--- src/rtl/soi_defines.svh ---
`ifndef SOI_DEFINES_SVH
`define SOI_DEFINES_SVH
// Byte addresses of the two registers on the register bus.
`define SOI_ADDR_PENDING 16'h460C
`define SOI_ADDR_ENABLE  16'h4624
// Register width and reset value.
`define SOI_REG_W        16
`define SOI_RESET_VAL    16'h0000
// Bits that exist; bit 15 always reads zero.
`define SOI_IMPL_MASK    16'h7FFF
// Event bit positions.
`define SOI_BIT_PARITY   14
`define SOI_BIT_FRAME    13
`define SOI_BIT_TXB_ULD  12
`define SOI_BIT_TXA_ULD  11
`define SOI_BIT_RXB_ULD  10
`define SOI_BIT_RXA_ULD  9
`define SOI_BIT_NACK     8
`define SOI_BIT_CMDFIN   7
`define SOI_BIT_TXFIN    6
`define SOI_BIT_RXFIN    5
`define SOI_BIT_UNDERRUN 4
`define SOI_BIT_OVERRUN  3
`define SOI_BIT_TXIDLE   2
`define SOI_BIT_TXFREE   1
`define SOI_BIT_RXVALID  0
`endif

--- src/rtl/soi_pkg.sv ---
package soi_pkg;
  // Bus answer state of the slave.
  typedef enum logic [1:0] {
    SOI_IDLE,
    SOI_ANSWER
  } soi_bus_state_t;
  // Latched event word.
  typedef logic [15:0] soi_word_t;
endpackage

--- src/rtl/soi_event_if.sv ---
`timescale 1ns/1ps
// Carries the event strobes and the pending/enable pair between modules.
interface soi_event_if;
  logic [15:0] events;
  logic [15:0] pending;
  logic [15:0] enable;
  logic [15:0] clear;
  logic [15:0] enable_wdata;
  logic        enable_we;
  logic        irq;
  modport regs (input events, input clear, input enable_wdata, input enable_we,
                output pending, output enable, output irq);
  modport ctrl (output events, output clear, output enable_wdata, output enable_we,
                input pending, input enable, input irq);
endinterface

--- src/rtl/soi_serial_one_irq.sv ---
`timescale 1ns/1ps
`include "soi_defines.svh"
module soi_serial_one_irq (
  input  wire logic        clk,
  input  wire logic        rst_n,
  // Avalon-MM slave.
  input  wire logic [15:0] avs_address,
  input  wire logic        avs_read,
  input  wire logic        avs_write,
  input  wire logic [31:0] avs_writedata,
  input  wire logic [3:0]  avs_byteenable,
  output logic      [31:0] avs_readdata,
  output logic             avs_waitrequest,
  output logic      [1:0]  avs_response,
  // Event strobes, one-cycle pulses on clk.
  input  wire logic        parity_error_event,
  input  wire logic        frame_error_event,
  input  wire logic        tx_buffer_b_unloaded,
  input  wire logic        tx_buffer_a_unloaded,
  input  wire logic        rx_buffer_b_unloaded,
  input  wire logic        rx_buffer_a_unloaded,
  input  wire logic        i2c_nack_event,
  input  wire logic        command_finished_event,
  input  wire logic        transmit_finished_event,
  input  wire logic        receive_finished_event,
  input  wire logic        transmit_underrun_event,
  input  wire logic        receive_overrun_event,
  input  wire logic        transmitter_idle_event,
  input  wire logic        transmit_space_event,
  input  wire logic        receive_valid_event,
  output logic             irq
);
  // ****************************************
  // Reset release
  // ****************************************
  logic [1:0] rst_sync;
  logic       rst_q_n;

  // Release is synchronised so the bus and flag flops leave reset on the same edge.
  always_ff @(posedge clk or negedge rst_n) begin
    if (!rst_n) begin
      rst_sync <= 2'h0;
    end else begin
      rst_sync <= {rst_sync[0], 1'h1};
    end
  end
  assign rst_q_n = rst_sync[1];

  // ****************************************
  // Bus slave state
  // ****************************************
  typedef struct packed {
    soi_pkg::soi_bus_state_t bus;
    logic [31:0]             rdata;
    logic [1:0]              resp;
  } soi_top_state_t;

  soi_top_state_t state;
  soi_top_state_t next_state;
  soi_event_if    ev ();

  logic        req;
  logic        hit_pend;
  logic        hit_en;
  logic [15:0] wmask;

  // Lane mask from byte enables; only the low two lanes hold register bits.
  function automatic logic [15:0] lane_mask(input logic [3:0] be);
    lane_mask = {{8{be[1]}}, {8{be[0]}}};
  endfunction

  assign req      = avs_read | avs_write;
  assign hit_pend = (avs_address == `SOI_ADDR_PENDING);
  assign hit_en   = (avs_address == `SOI_ADDR_ENABLE);
  assign wmask    = lane_mask(avs_byteenable);

  // Events placed at their flag positions.
  always_comb begin
    ev.events = 16'h0000;
    ev.events[`SOI_BIT_PARITY]   = parity_error_event;
    ev.events[`SOI_BIT_FRAME]    = frame_error_event;
    ev.events[`SOI_BIT_TXB_ULD]  = tx_buffer_b_unloaded;
    ev.events[`SOI_BIT_TXA_ULD]  = tx_buffer_a_unloaded;
    ev.events[`SOI_BIT_RXB_ULD]  = rx_buffer_b_unloaded;
    ev.events[`SOI_BIT_RXA_ULD]  = rx_buffer_a_unloaded;
    ev.events[`SOI_BIT_NACK]     = i2c_nack_event;
    ev.events[`SOI_BIT_CMDFIN]   = command_finished_event;
    ev.events[`SOI_BIT_TXFIN]    = transmit_finished_event;
    ev.events[`SOI_BIT_RXFIN]    = receive_finished_event;
    ev.events[`SOI_BIT_UNDERRUN] = transmit_underrun_event;
    ev.events[`SOI_BIT_OVERRUN]  = receive_overrun_event;
    ev.events[`SOI_BIT_TXIDLE]   = transmitter_idle_event;
    ev.events[`SOI_BIT_TXFREE]   = transmit_space_event;
    ev.events[`SOI_BIT_RXVALID]  = receive_valid_event;
  end

  // Writes act in the cycle waitrequest is low, which is the answer cycle.
  always_comb begin
    ev.clear        = 16'h0000;
    ev.enable_we    = 1'b0;
    ev.enable_wdata = (ev.enable & ~wmask) | (avs_writedata[15:0] & wmask);
    if (state.bus == soi_pkg::SOI_ANSWER && avs_write) begin
      if (hit_pend) begin
        ev.clear = avs_writedata[15:0] & wmask; // Write one to clear.
      end
      if (hit_en) begin
        ev.enable_we = 1'b1;
      end
    end
  end

  // One wait cycle, then an answer; unmapped addresses read zero with error.
  always_comb begin
    next_state = state;
    case (state.bus)
      soi_pkg::SOI_IDLE: begin
        if (req) begin
          next_state.bus = soi_pkg::SOI_ANSWER;
        end
      end
      soi_pkg::SOI_ANSWER: begin
        next_state.bus = soi_pkg::SOI_IDLE;
      end
      default: begin
        next_state.bus = soi_pkg::SOI_IDLE;
      end
    endcase
    if (state.bus == soi_pkg::SOI_IDLE && req) begin
      next_state.resp  = (hit_pend | hit_en) ? 2'h0 : 2'h2;
      next_state.rdata = 32'h0000_0000;
      if (avs_read && hit_pend) begin
        next_state.rdata = {16'h0000, ev.pending};
      end else if (avs_read && hit_en) begin
        next_state.rdata = {16'h0000, ev.enable};
      end
    end
  end

  always_ff @(posedge clk or negedge rst_q_n) begin
    if (!rst_q_n) begin
      state <= '{bus: soi_pkg::SOI_IDLE, rdata: 32'h0000_0000, resp: 2'h0};
    end else begin
      state <= next_state;
    end
  end

  assign avs_waitrequest = req && (state.bus != soi_pkg::SOI_ANSWER);
  assign avs_readdata    = state.rdata;
  assign avs_response    = state.resp;
  assign irq             = ev.irq;

  soi_flag_regs u_flags (
    .clk   (clk),
    .rst_n (rst_q_n),
    .ev    (ev.regs)
  );

  chk_wait_one: assert property (@(posedge clk) disable iff (!rst_q_n)
    (req && state.bus == soi_pkg::SOI_IDLE) |-> avs_waitrequest) else $error("no wait cycle");
  chk_irq_out: assert property (@(posedge clk) disable iff (!rst_q_n)
    irq == ev.irq) else $error("irq not passed");
  cov_read_pend: cover property (@(posedge clk) disable iff (!rst_q_n)
    avs_read && hit_pend && !avs_waitrequest);
  cov_clear: cover property (@(posedge clk) disable iff (!rst_q_n) |ev.clear);
endmodule

--- src/rtl/soi_flag_regs.sv ---
`timescale 1ns/1ps
`include "soi_defines.svh"
// Pending flags and enable bits with the gated interrupt output.
module soi_flag_regs (
  input wire logic clk,
  input wire logic rst_n,
  soi_event_if.regs ev
);
  typedef struct packed {
    logic [15:0] pending;
    logic [15:0] enable;
  } soi_flag_state_t;

  soi_flag_state_t state;
  soi_flag_state_t next_state;

  // Set wins over clear so an event in the clearing cycle is kept.
  always_comb begin
    next_state = state;
    next_state.pending = ((state.pending & ~ev.clear) | ev.events) & `SOI_IMPL_MASK;
    if (ev.enable_we) begin
      next_state.enable = ev.enable_wdata & `SOI_IMPL_MASK;
    end
  end

  // Registers the state copy.
  always_ff @(posedge clk or negedge rst_n) begin
    if (!rst_n) begin
      state <= '{pending: `SOI_RESET_VAL, enable: `SOI_RESET_VAL};
    end else begin
      state <= next_state;
    end
  end

  assign ev.pending = state.pending;
  assign ev.enable  = state.enable;
  // Enable bits gate each pending flag onto the one request line.
  assign ev.irq     = |(state.pending & state.enable);

  chk_irq_gate: assert property (@(posedge clk) disable iff (!rst_n)
    ((|(ev.events & ev.enable)) && !ev.enable_we) |=> ev.irq) else $error("enabled event gave no irq");
  chk_set_wins: assert property (@(posedge clk) disable iff (!rst_n)
    ev.events[`SOI_BIT_PARITY] |=> ev.pending[`SOI_BIT_PARITY]) else $error("parity flag lost");
  chk_txa_set: assert property (@(posedge clk) disable iff (!rst_n)
    ev.events[`SOI_BIT_TXA_ULD] |=> ev.pending[`SOI_BIT_TXA_ULD]) else $error("tx A flag lost");
  chk_rxa_set: assert property (@(posedge clk) disable iff (!rst_n)
    ev.events[`SOI_BIT_RXA_ULD] |=> ev.pending[`SOI_BIT_RXA_ULD]) else $error("rx A flag lost");
  chk_idle_set: assert property (@(posedge clk) disable iff (!rst_n)
    ev.events[`SOI_BIT_TXIDLE] |=> ev.pending[`SOI_BIT_TXIDLE]) else $error("idle flag lost");
  chk_free_set: assert property (@(posedge clk) disable iff (!rst_n)
    ev.events[`SOI_BIT_TXFREE] |=> ev.pending[`SOI_BIT_TXFREE]) else $error("free flag lost");
  chk_rxval_set: assert property (@(posedge clk) disable iff (!rst_n)
    ev.events[`SOI_BIT_RXVALID] |=> ev.pending[`SOI_BIT_RXVALID]) else $error("rx valid flag lost");
  chk_bit15_zero: assert property (@(posedge clk) disable iff (!rst_n)
    !ev.pending[15] && !ev.enable[15]) else $error("bit 15 set");
  chk_flag_sticky: assert property (@(posedge clk) disable iff (!rst_n)
    (ev.pending[`SOI_BIT_FRAME] && !ev.clear[`SOI_BIT_FRAME]) |=> ev.pending[`SOI_BIT_FRAME])
    else $error("frame flag dropped");
  chk_txb_gate: assert property (@(posedge clk) disable iff (!rst_n)
    (ev.pending[`SOI_BIT_TXB_ULD] && ev.enable[`SOI_BIT_TXB_ULD]) |-> ev.irq)
    else $error("tx B not gated");
  chk_txa_gate: assert property (@(posedge clk) disable iff (!rst_n)
    (ev.pending[`SOI_BIT_TXA_ULD] && ev.enable[`SOI_BIT_TXA_ULD]) |-> ev.irq)
    else $error("tx A not gated");
  chk_rxb_gate: assert property (@(posedge clk) disable iff (!rst_n)
    (ev.pending[`SOI_BIT_RXB_ULD] && ev.enable[`SOI_BIT_RXB_ULD]) |-> ev.irq)
    else $error("rx B not gated");
  chk_rxa_gate: assert property (@(posedge clk) disable iff (!rst_n)
    (ev.pending[`SOI_BIT_RXA_ULD] && ev.enable[`SOI_BIT_RXA_ULD]) |-> ev.irq)
    else $error("rx A not gated");

  cov_irq_rise: cover property (@(posedge clk) disable iff (!rst_n) $rose(ev.irq));
  cov_set_clear: cover property (@(posedge clk) disable iff (!rst_n)
    |(ev.events & ev.clear));
  cov_irq_fall: cover property (@(posedge clk) disable iff (!rst_n) $fell(ev.irq));
endmodule

--- config.mk ---
export PLATFORM = sky130hd
export DESIGN_NAME = soi_serial_one_irq
export DESIGN_NICKNAME = d
export VERILOG_FILES = /design/src/rtl/soi_pkg.sv /design/src/rtl/soi_event_if.sv /design/src/rtl/soi_serial_one_irq.sv /design/src/rtl/soi_flag_regs.sv
export VERILOG_INCLUDE_DIRS = /design/src /design/src/rtl
export SDC_FILE = /design/constraint.sdc
export NUM_CORES = 1
export LEC_CHECK = 0
export ABC_CLOCK_PERIOD_IN_PS = 2300
export BUFFER_PORTS_ARGS = -buffer_cell sky130_fd_sc_hd__buf_4
export CAP_MARGIN = 40
export CORE_MARGIN = 3
export CORE_UTILIZATION = 40
export CTS_BUF_LIST = sky130_fd_sc_hd__clkbuf_16
export CTS_CLUSTER_DIAMETER = 120
export DETAILED_ROUTE_END_ITERATION = 8
export GPL_ROUTABILITY_DRIVEN = 0
export HOLD_SLACK_MARGIN = 0.06
export PLACE_DENSITY = 0.7
export RECOVER_POWER = 100
export SLEW_MARGIN = 20
export SYNTH_ARGS = -nofsm -noshare
export SYNTH_HDL_FRONTEND = slang
export SYNTH_SLANG_ARGS = --single-unit
--- constraint.sdc ---
create_clock -name clk -period 2.3 [get_ports clk]
set_input_delay 0.575 -clock clk [delete_from_list [all_inputs] [get_ports clk]]
set_output_delay 0.575 -clock clk [all_outputs]
set_load 0.02 [all_outputs]
==> impl_metrics.py, run 1 <==
metrics = {
    "detailed_routing": {
        "wl_um": 5380,
        "avgViaCountPerCell": 5.01,
        "drt.antenna.violating_nets": 0,
        "dr.pass1.iters": 4,
        "drt-initial-drc-count": 52,
        "wl_per_cell_um": 15.3,
        "vias": 1762,
        "route.detailed.drc": 0,
    },
    "die": {
        "coreArea_um2": 5680,
        "dieArea_um2": 6990,
        "num_rows": 27,
        "die_width_um": 83.6,
        "die_h_um": 83.6,
        "ios": 107,
        "start_util_pct": 42.4,
    },
    "clock_tree": {
        "htreeDepth": 2,
        "cts_buffer_depth": 2,
        "clock-sinks": 49,
        "path_clk_slew_ns": 0.06,
        "insertion_delay_ns": 0.28,
        "cts-root-buf": "clkbuf_16",
        "numCtsBuffers": 5,
        "cts_tree": "done",
    },
    "worst_setup_path": {
        "crit_required_ns": 2.47,
        "worst_ep_arrival_time_ns": 2.34,
        "ff2ff_setup_slack_ns": 0.80,
        "cp_max_fo": 15,
        "setup.worst_path.end_class": "flop",
        "cpMaxStageDelayCell": "or4b_1",
        "critical_path.cell_chain": "clkbuf_4, or4b_1, clkbuf_1, nor4_4, clkbuf_2, nand3_1, a21o_1",
        "startpoint_type": "input port",
        "slowest_delay_ns": 0.53,
        "critPathKind": "in2reg",
    },
    "grt": {
        "grt_first_pass_wirelength_um": 8890,
        "grt_antenna_before_repair": 0,
        "grt_overflow": 0,
        "grt_start_max_net_pins": 19,
        "track_usage_pct": 15.9,
        "first_global_vias": 1790,
    },
    "sta": {
        "rsz0062_at_grt": "no",
        "skew_ns": 0.00245,
        "fmax_mhz": 461,
        "slew_headroom_pct": 35.5,
        "setup_ws_ns": 0.131,
        "hold_violations": 0,
        "setup_violations": 0,
        "finalCriticalPeriod_ns": 2.17,
        "slew_viol_final": 0,
        "tightest_slew_ns": 0.967,
        "post-route-period-util_pct": 94.3,
        "fin_tns_setup_ns": 0,
    },
    "status": {
        "status": "finished clean",
    },
    "logic_synthesis": {
        "synth_cells": 218,
        "synth-seq-area-share_pct": 50.9,
        "synth_edf_count": 0,
        "syn_area_per_cell_um2": 11.0,
        "synth_cell_types": 36,
        "synth_ff_type": "dfrtp_1",
        "async_flop_share_pct": 100,
        "synth-seq-cells": 49,
        "synth_area_um2": 2410,
        "yosysWarnings": 0,
    },
    "layout": {
        "drive_gt1_share_pct": 30.4,
        "fin_nets": 350,
        "fillers": 560,
        "syn_to_final_growth_pct": 22.1,
        "n_antenna_cell": 0,
        "layout_commonest_cell": "buf_4",
        "final_cell_mix": "54 x buf_4, 49 x dfrtp_1, 22 x clkbuf_1",
    },
    "placed_design": {
        "place_ws_ns": 0.0264,
        "hpwlAfterDp_um": 4220,
        "io_buffers": 69,
    },
    "pwr": {
        "p_leak_nw": 1.31,
        "powerDensity_nw_per_um2": 584,
        "ir_worst_vdd_mv": 0.357,
    },
    "job": {
        "max_cap_viol_count": 0,
    },
    "min_path": {
        "hold_class": "reg2async",
    },
}
-- what timing repair did --
action,CTS,global route
setup endpoints to repair,0,0
gates resized for setup,0,0
hold buffers,1,0
buffers inserted,0,0
endpoints found under the hold margin,2,0
-- final timing paths --
kind                                     start                     end  depth (start not counted)
worst max-delay path            avs_address[4]  u_flags.ev.pending[11]                          7
worst min register to register     rst_sync[1]   u_flags.ev.pending[5]                          0
max in group asynchronous          rst_sync[1]               async pin                          1
min in group clk                   rst_sync[0]             rst_sync[1]                          0
worst min-delay path               rst_sync[1]   u_flags.ev.pending[5]                          0
worst max register to register     rst_sync[1]               async pin                          1
-- synthesized netlist by cell type, types with 2 or more instances --
cell | count | area, um^2
dfrtp_1 | 49 | 1230
buf_4 | 35 | 263
a22oi_1 | 19 | 143
a21o_1 | 15 | 113
mux2_2 | 15 | 169
nand2_1 | 15 | 56.3
nand3_1 | 15 | 75.1
o21ai_1 | 10 | 50.1
clkbuf_1 | 7 | 26.3
o21ai_0 | 5 | 25.0
and3_1 | 3 | 18.8
buf_2 | 2 | 10.0
conb_1 | 2 | 7.51
inv_1 | 2 | 7.51
nor2b_1 | 2 | 12.5
or2_2 | 2 | 12.5
-- cells by family after synthesis --
family / Yosys count / share of synthesized area (%)
flip-flops: 49 / 50.9
buffers and inverters: 48 / 13.4
multiplexers: 15 / 7.01
AO/OA/AOI/OAI: 54 / 15.5
AND/OR/NAND/NOR: 50 / 12.9
other: 2 / 0.312
-- critical path, delay by kind of cell --
| family | cells | cell delay [ns] |
|---|---|---|
| simple gates | 3 | 0.91 |
| buf+inv | 3 | 0.65 |
| compound gates | 1 | 0.20 |
-- final cells by class --
class                      count  area, um^2  share of cell area (%)
clock buffer                   5         125                    4.26
clock inverter                 3        11.3                   0.383
inverter                       2        7.51                   0.255
multi-input combinational    138         920                    31.3
sequential                    49        1230                    41.7
tap                           72        90.1                    3.06
timing repair buffer          83         561                    19.1
-- metrics by stage --
stage | util [%] | std cells | power [mW] | hold slack [ns] | cell area [um^2]
final | 51.8 | 352 | 1.72 | 0.234 | 2940
after global routing | 51.8 | 352 | 1.80 | 0.299 | 2940
after CTS | 53.7 | 352 | 1.75 | 0.174 | 3050
after detailed placement | 51.1 | 343 | 1.07 | 0.167 | 2900
after global placement | 51.0 | 342 | 1.06 | 0.164 | 2890
after floorplan | - | 235 | 0.989 | 0.279 | 2470
-- layer usage --
layer / wire length (um) / up-vias / track usage [%]
li1: - / 851 / -
met1: 2340 / 842 / 20.5
met2: 2650 / 63 / 26.1
met3: 336 / 6 / 4.05
met4: 53 / 0 / 5.12
met5: 0 / - / 0
-- report_power, final --
part	leakage [nW]	switching, mW	internal [mW]
logic	0.644	0.0926	0.0765
clock network	0.0738	0.284	0.391
registers	0.595	0.00655	0.866
total	1.31	0.383	1.33
No activity file was read; power rests on OpenSTA's default activity.
==> run 2, diff against run 1 <==
==> constraint.sdc (replaced) <==
create_clock -name clk -period 2.3 [get_ports clk]
set_input_delay 0.46 -clock clk [delete_from_list [all_inputs] [get_ports clk]]
set_output_delay 0.46 -clock clk [all_outputs]
set_load 0.02 [all_outputs]
==> run 2 against run 1 <==
Net effect:
- sequential share of layout area is 1.0 points higher
- clock power down 1%
- highest routed layer unchanged
- non-clock buffer count down 4
- cell count decreased by 1.1%
- via count decreased by 1.3%
- sequential power grew 0.7%
==> impl_metrics.py, run 2 (synthesized netlist as in run 1, its figures left out) <==
metrics = {
    "status": {
        "status": "finished clean",
    },
    "placed_design": {
        "hpwlAfterDp_um": 4120,
        "io_buffers": 69,
        "place_ws_ns": 0.0910,
    },
    "worst_setup_path": {
        "critical_path.cell_chain": "clkbuf_4, or4b_1, nor3_1, and3_1, clkbuf_1, mux2_2",
        "crit_required_ns": 2.47,
        "cpMaxStageDelayCell": "or4b_1",
        "setup.worst_path.end_class": "flop",
        "crit_buf_inv": 2,
        "rr_worst_depth": 4,
        "slowest_delay_ns": 0.56,
        "critPathTopFamily": "simple AND/OR/NAND/NOR gates",
        "startpoint_type": "input port",
        "cp_max_fo": 7,
        "rr_startpoint": "state[34]",
        "critPathKind": "in2reg",
        "ff2ff_setup_slack_ns": 0.70,
        "worst_ep_arrival_time_ns": 2.28,
    },
    "clock_tree": {
        "insertion_delay_ns": 0.28,
        "numCtsBuffers": 5,
        "clock-sinks": 49,
        "cts_tree": "done",
        "ctsHoldBuffers": 1,
        "post_cts_resized": 0,
        "cts-root-buf": "clkbuf_16",
        "path_clk_slew_ns": 0.06,
        "cts_buffer_depth": 2,
        "cts_setup_buffers": 0,
        "htreeDepth": 2,
    },
    "grt": {
        "use_met3_pct": 3.46,
        "met2_usage_pct": 22.8,
        "track_usage_pct": 15.0,
        "top_usage_layer": "met2",
        "grt_antenna_before_repair": 0,
        "grt_start_max_net_pins": 31,
        "grt_first_pass_wirelength_um": 8340,
        "grt_use_met1_pct": 21.1,
        "first_global_vias": 1665,
        "grt_overflow": 0,
    },
    "layout": {
        "final_core_util_pct": 50.6,
        "drive_gt1_share_pct": 28.6,
        "fin_nets": 346,
        "final_cell_mix": "52 x buf_4, 49 x dfrtp_1, 22 x clkbuf_1",
        "syn_to_final_growth_pct": 19.2,
        "n_antenna_cell": 0,
        "layout_commonest_cell": "buf_4",
    },
    "die": {
        "die_width_um": 83.6,
        "start_util_pct": 42.4,
        "dieArea_um2": 6990,
        "die_h_um": 83.6,
        "ios": 107,
        "coreArea_um2": 5680,
        "num_rows": 27,
    },
    "sta": {
        "hold_violations": 0,
        "setup_ws_ns": 0.181,
        "tightest_slew_ns": 1.17,
        "post-route-period-util_pct": 92.1,
        "whs_ns": 0.350,
        "fmax_mhz": 472,
        "slew_headroom_pct": 22.2,
        "setup_violations": 0,
        "slew_viol_final": 0,
        "fin_tns_setup_ns": 0,
        "skew_ns": 0.00312,
        "rsz0062_at_grt": "no",
        "finalCriticalPeriod_ns": 2.12,
    },
    "pwr": {
        "ir_worst_vdd_mv": 0.410,
        "p_leak_nw": 1.27,
        "powerDensity_nw_per_um2": 593,
    },
    "min_path": {
        "hold_class": "reg2reg",
        "hold_end": "rst_sync[1]",
        "hold_path_depth": 0,
        "hp-start": "rst_sync[0]",
    },
    "detailed_routing": {
        "drt-initial-drc-count": 103,
        "dr.pass1.iters": 4,
        "route.detailed.drc": 0,
        "wl_per_cell_um": 15.0,
        "vias": 1739,
        "avgViaCountPerCell": 5.00,
        "wl_um": 5210,
        "drt.antenna.violating_nets": 0,
    },
    "job": {
        "max_cap_viol_count": 0,
    },
}
## run 2: cell types whose count changed in the layout (fill, tap and decap cells not counted)
| cell | previous run | this run |
|---|---|---|
| clkbuf_2 | 3 | 2 |
| nor4b_1 | 1 | 2 |
| buf_12 | 2 | 1 |
| nor4_1 | 0 | 1 |
| clkinv_1 | 1 | 0 |
| nor4_4 | 1 | 0 |
| inv_1 | 4 | 5 |
| nor4b_4 | 1 | 0 |
| buf_4 | 54 | 52 |
## run 2: report_power, final
part	internal, mW	switching (mW)	total, mW
Clock	0.391	0.275	0.666
Combinational	0.0745	0.0846	0.159
Sequential	0.866	0.0118	0.878
## run 2: how the worst max path moves through the flow
stage	startpoint	end	slack, ns	cells past startpoint
5_1_grt	avs_address[4]	flop	0.11	6
3_5_place_dp	avs_address[4]	flop	0.09	6
6_report	avs_address[4]	flop	0.18	6
3_3_place_gp	avs_address[4]	flop	0.11	6
4_1_cts	u_flags.ev.pending[11]	irq	0.26	4
2_1_floorplan	avs_address[4]	flop	0.30	5
## run 2: worst reg2reg max path: cells and delay by family, from the launching register on
family | cells | cell delay (ns)
and+or+nand+nor | 2 | 0.38
muxes | 1 | 0.39
DFF | 1 | 0.38
buffers and inverters | 1 | 0.34
## run 2: per-layer routing
metal  vias up  wire [um]
li1        848          -
met1       811       2360
met4         0         89
met2        71       2400
met3         9        361
met5         -          0
## run 2: area by class of cell
cell class | instances | area (um^2)
fill | 520 | 2810
tap | 72 | 90.1
clock buffer | 5 | 125
sequential | 49 | 1230
multi-input combinational | 138 | 890
timing repair buffer | 79 | 520
clock inverter | 3 | 11.3
inverter | 2 | 7.51
## run 2: through the flow
stage	total power, mW	cell area (um^2)	std cells
floorplan	0.989	2470	235
global placement	1.06	2850	338
detailed placement	1.06	2860	339
CTS	1.73	3010	348
global route	1.78	2870	348
finish	1.70	2870	348
==> run 3, diff against run 2 <==
--- a/config.mk
+++ b/config.mk
@@ -9,14 +9,17 @@
 export ABC_CLOCK_PERIOD_IN_PS = 2300
 export BUFFER_PORTS_ARGS = -buffer_cell sky130_fd_sc_hd__buf_4
 export CAP_MARGIN = 40
+export CELL_PAD_IN_SITES_DETAIL_PLACEMENT = 1
+export CELL_PAD_IN_SITES_GLOBAL_PLACEMENT = 1
 export CORE_MARGIN = 3
-export CORE_UTILIZATION = 40
+export CORE_UTILIZATION = 25
 export CTS_BUF_LIST = sky130_fd_sc_hd__clkbuf_16
 export CTS_CLUSTER_DIAMETER = 120
+export CTS_CLUSTER_SIZE = 24
 export DETAILED_ROUTE_END_ITERATION = 8
 export GPL_ROUTABILITY_DRIVEN = 0
 export HOLD_SLACK_MARGIN = 0.06
-export PLACE_DENSITY = 0.7
+export PLACE_DENSITY_LB_ADDON = 0.1
 export RECOVER_POWER = 100
 export SLEW_MARGIN = 20
 export SYNTH_ARGS = -nofsm -noshare
==> run 3 against run 2 <==
Net effect:
- die area rose by 55%
- non-clock buffer count rose by 2
- via count rose by 0.29%
- final area rose by 4.5%
- core utilization fell by 18 points
- power rose by 9.9%
- sequential share of layout area fell by 1.9 points
- cell count rose by 17%
- sequential power fell by 0.5%
- largest power group unchanged
==> impl_metrics.py, run 3 (synthesized netlist as in run 1, its figures left out) <==
metrics = {
    "layout": {
        "syn_to_final_growth_pct": 24.6,
        "n_antenna_cell": 0,
        "fillers": 1075,
        "fin_nets": 348,
        "layout_commonest_cell": "buf_4",
        "stdcell_count": 407,
        "final_cell_mix": "54 x buf_4, 49 x dfrtp_1, 23 x clkbuf_1",
        "drive_gt1_share_pct": 29.9,
    },
    "detailed_routing": {
        "dr.pass1.iters": 4,
        "wl_um": 6330,
        "vias": 1744,
        "wl_per_cell_um": 15.6,
        "route.detailed.drc": 0,
        "drt-initial-drc-count": 59,
        "drt.antenna.violating_nets": 0,
        "avgViaCountPerCell": 4.29,
    },
    "clock_tree": {
        "post_cts_resized": 0,
        "insertion_delay_ns": 0.29,
        "htreeDepth": 2,
        "numCtsBuffers": 5,
        "ctsHoldBuffers": 1,
        "cts_buffer_depth": 2,
        "path_clk_slew_ns": 0.07,
        "cts_setup_buffers": 0,
        "cts-root-buf": "clkbuf_16",
        "cts_tree": "done",
        "clock-sinks": 49,
    },
    "worst_setup_path": {
        "crit_required_ns": 1.84,
        "critPathKind": "reg2out",
        "worst_ep_arrival_time_ns": 1.59,
        "critical_path.cell_chain": "a222oi_1, and3_1, nand4_1, clkbuf_1",
        "cp_max_fo": 3,
        "crit_buf_inv": 1,
        "cpMaxStageDelayCell": "dfrtp_1",
        "startpoint_type": "flop",
        "critPathTopFamily": "flip-flops",
        "setup.worst_path.end_class": "primary output",
        "slowest_delay_ns": 0.41,
    },
    "status": {
        "status": "finished clean",
    },
    "sta": {
        "skew_ns": 0.00371,
        "finalCriticalPeriod_ns": 2.05,
        "slew_headroom_pct": 42.6,
        "setup_violations": 0,
        "rsz0062_at_grt": "no",
        "hold_violations": 0,
        "tightest_slew_ns": 0.861,
        "slew_viol_final": 0,
        "post-route-period-util_pct": 89.0,
        "fin_tns_setup_ns": 0,
        "fmax_mhz": 488,
    },
    "die": {
        "die_width_um": 104,
        "coreArea_um2": 9280,
        "start_util_pct": 25.9,
        "dieArea_um2": 10800,
        "die_h_um": 104,
        "ios": 107,
        "num_rows": 35,
    },
    "placed_design": {
        "hpwlAfterDp_um": 4910,
        "dp.cells": 398,
        "io_buffers": 69,
    },
    "grt": {
        "grt_antenna_before_repair": 0,
        "grt_overflow": 0,
        "grt_use_met1_pct": 16.7,
        "track_usage_pct": 11.8,
        "first_global_vias": 1790,
        "grt_start_max_net_pins": 21,
        "use_met3_pct": 2.48,
        "top_usage_layer": "met2",
        "met2_usage_pct": 18.1,
        "grt_first_pass_wirelength_um": 10100,
    },
    "pwr": {
        "powerDensity_nw_per_um2": 624,
        "p_seq_share_pct": 46.7,
        "p_leak_nw": 1.29,
        "ir_worst_vdd_mv": 0.263,
        "p_int_mw": 1.45,
        "clkPwrFrac_pct": 44.3,
        "comb_power_share_pct": 9.0,
        "p_sw_share_pct": 22.5,
        "netSwitchingPower_uw": 422,
    },
    "min_path": {
        "hold_class": "in2reg",
    },
    "job": {
        "max_cap_viol_count": 0,
    },
}
run 3: power groups by stage:
stage | logic, mW | registers, mW | clock network (mW)
floorplan | 0.0940 | 0.895 | 0
global placement | 0.176 | 0.891 | 0
detailed placement | 0.176 | 0.891 | 0
CTS | 0.178 | 0.874 | 0.857
global route | 0.185 | 0.875 | 0.890
finish | 0.169 | 0.874 | 0.828
run 3: worst paths after layout:
kind                       cells after the start  slack, ns                      to                   start
hold / removal                                 2       0.34  u_flags.ev.pending[11]    tx_buffer_a_unloaded
setup / recovery                               4       0.25                     irq  u_flags.ev.pending[11]
setup reg to reg                               1       0.71               async pin             rst_sync[1]
min in group asynchronous                      0       0.35               async pin             rst_sync[1]
max in group asynchronous                      1       0.71               async pin             rst_sync[1]
hold reg to reg                                0       0.35               async pin             rst_sync[1]
run 3: through the flow:
step	utilization, %	hold WS, ns	instance area, um^2	worst slack, ns	total power [mW]
floorplan	-	0.164	2470	0.303	0.989
detailed placement	31.6	0.231	2930	0.0920	1.07
global route	32.3	0.338	3000	0.112	1.95
global placement	31.6	0.236	2930	0.105	1.07
CTS	33.5	0.234	3110	0.226	1.91
finish	32.3	0.344	3000	0.252	1.87
run 3: cell type report:
cell class / count / area [um^2] / share of cell area, %
clock buffers: 5 / 125 / 4.17
repair buffers: 81 / 534 / 17.8
multi-input cells: 138 / 905 / 30.2
clock inverters: 3 / 41.3 / 1.38
inverters: 2 / 7.51 / 0.250
flip-flops and latches: 49 / 1230 / 40.9
well taps: 129 / 161 / 5.38
run 3: layer usage:
| layer | share of wire, % | wire length, um | vias to the layer above |
|---|---|---|---|
| met4 | 1.6 | 103 | 0 |
| li1 | - | - | 838 |
| met3 | 4.9 | 311 | 9 |
| met2 | 46 | 2890 | 47 |
| met1 | 48 | 3030 | 850 |
| met5 | 0 | 0 | - |
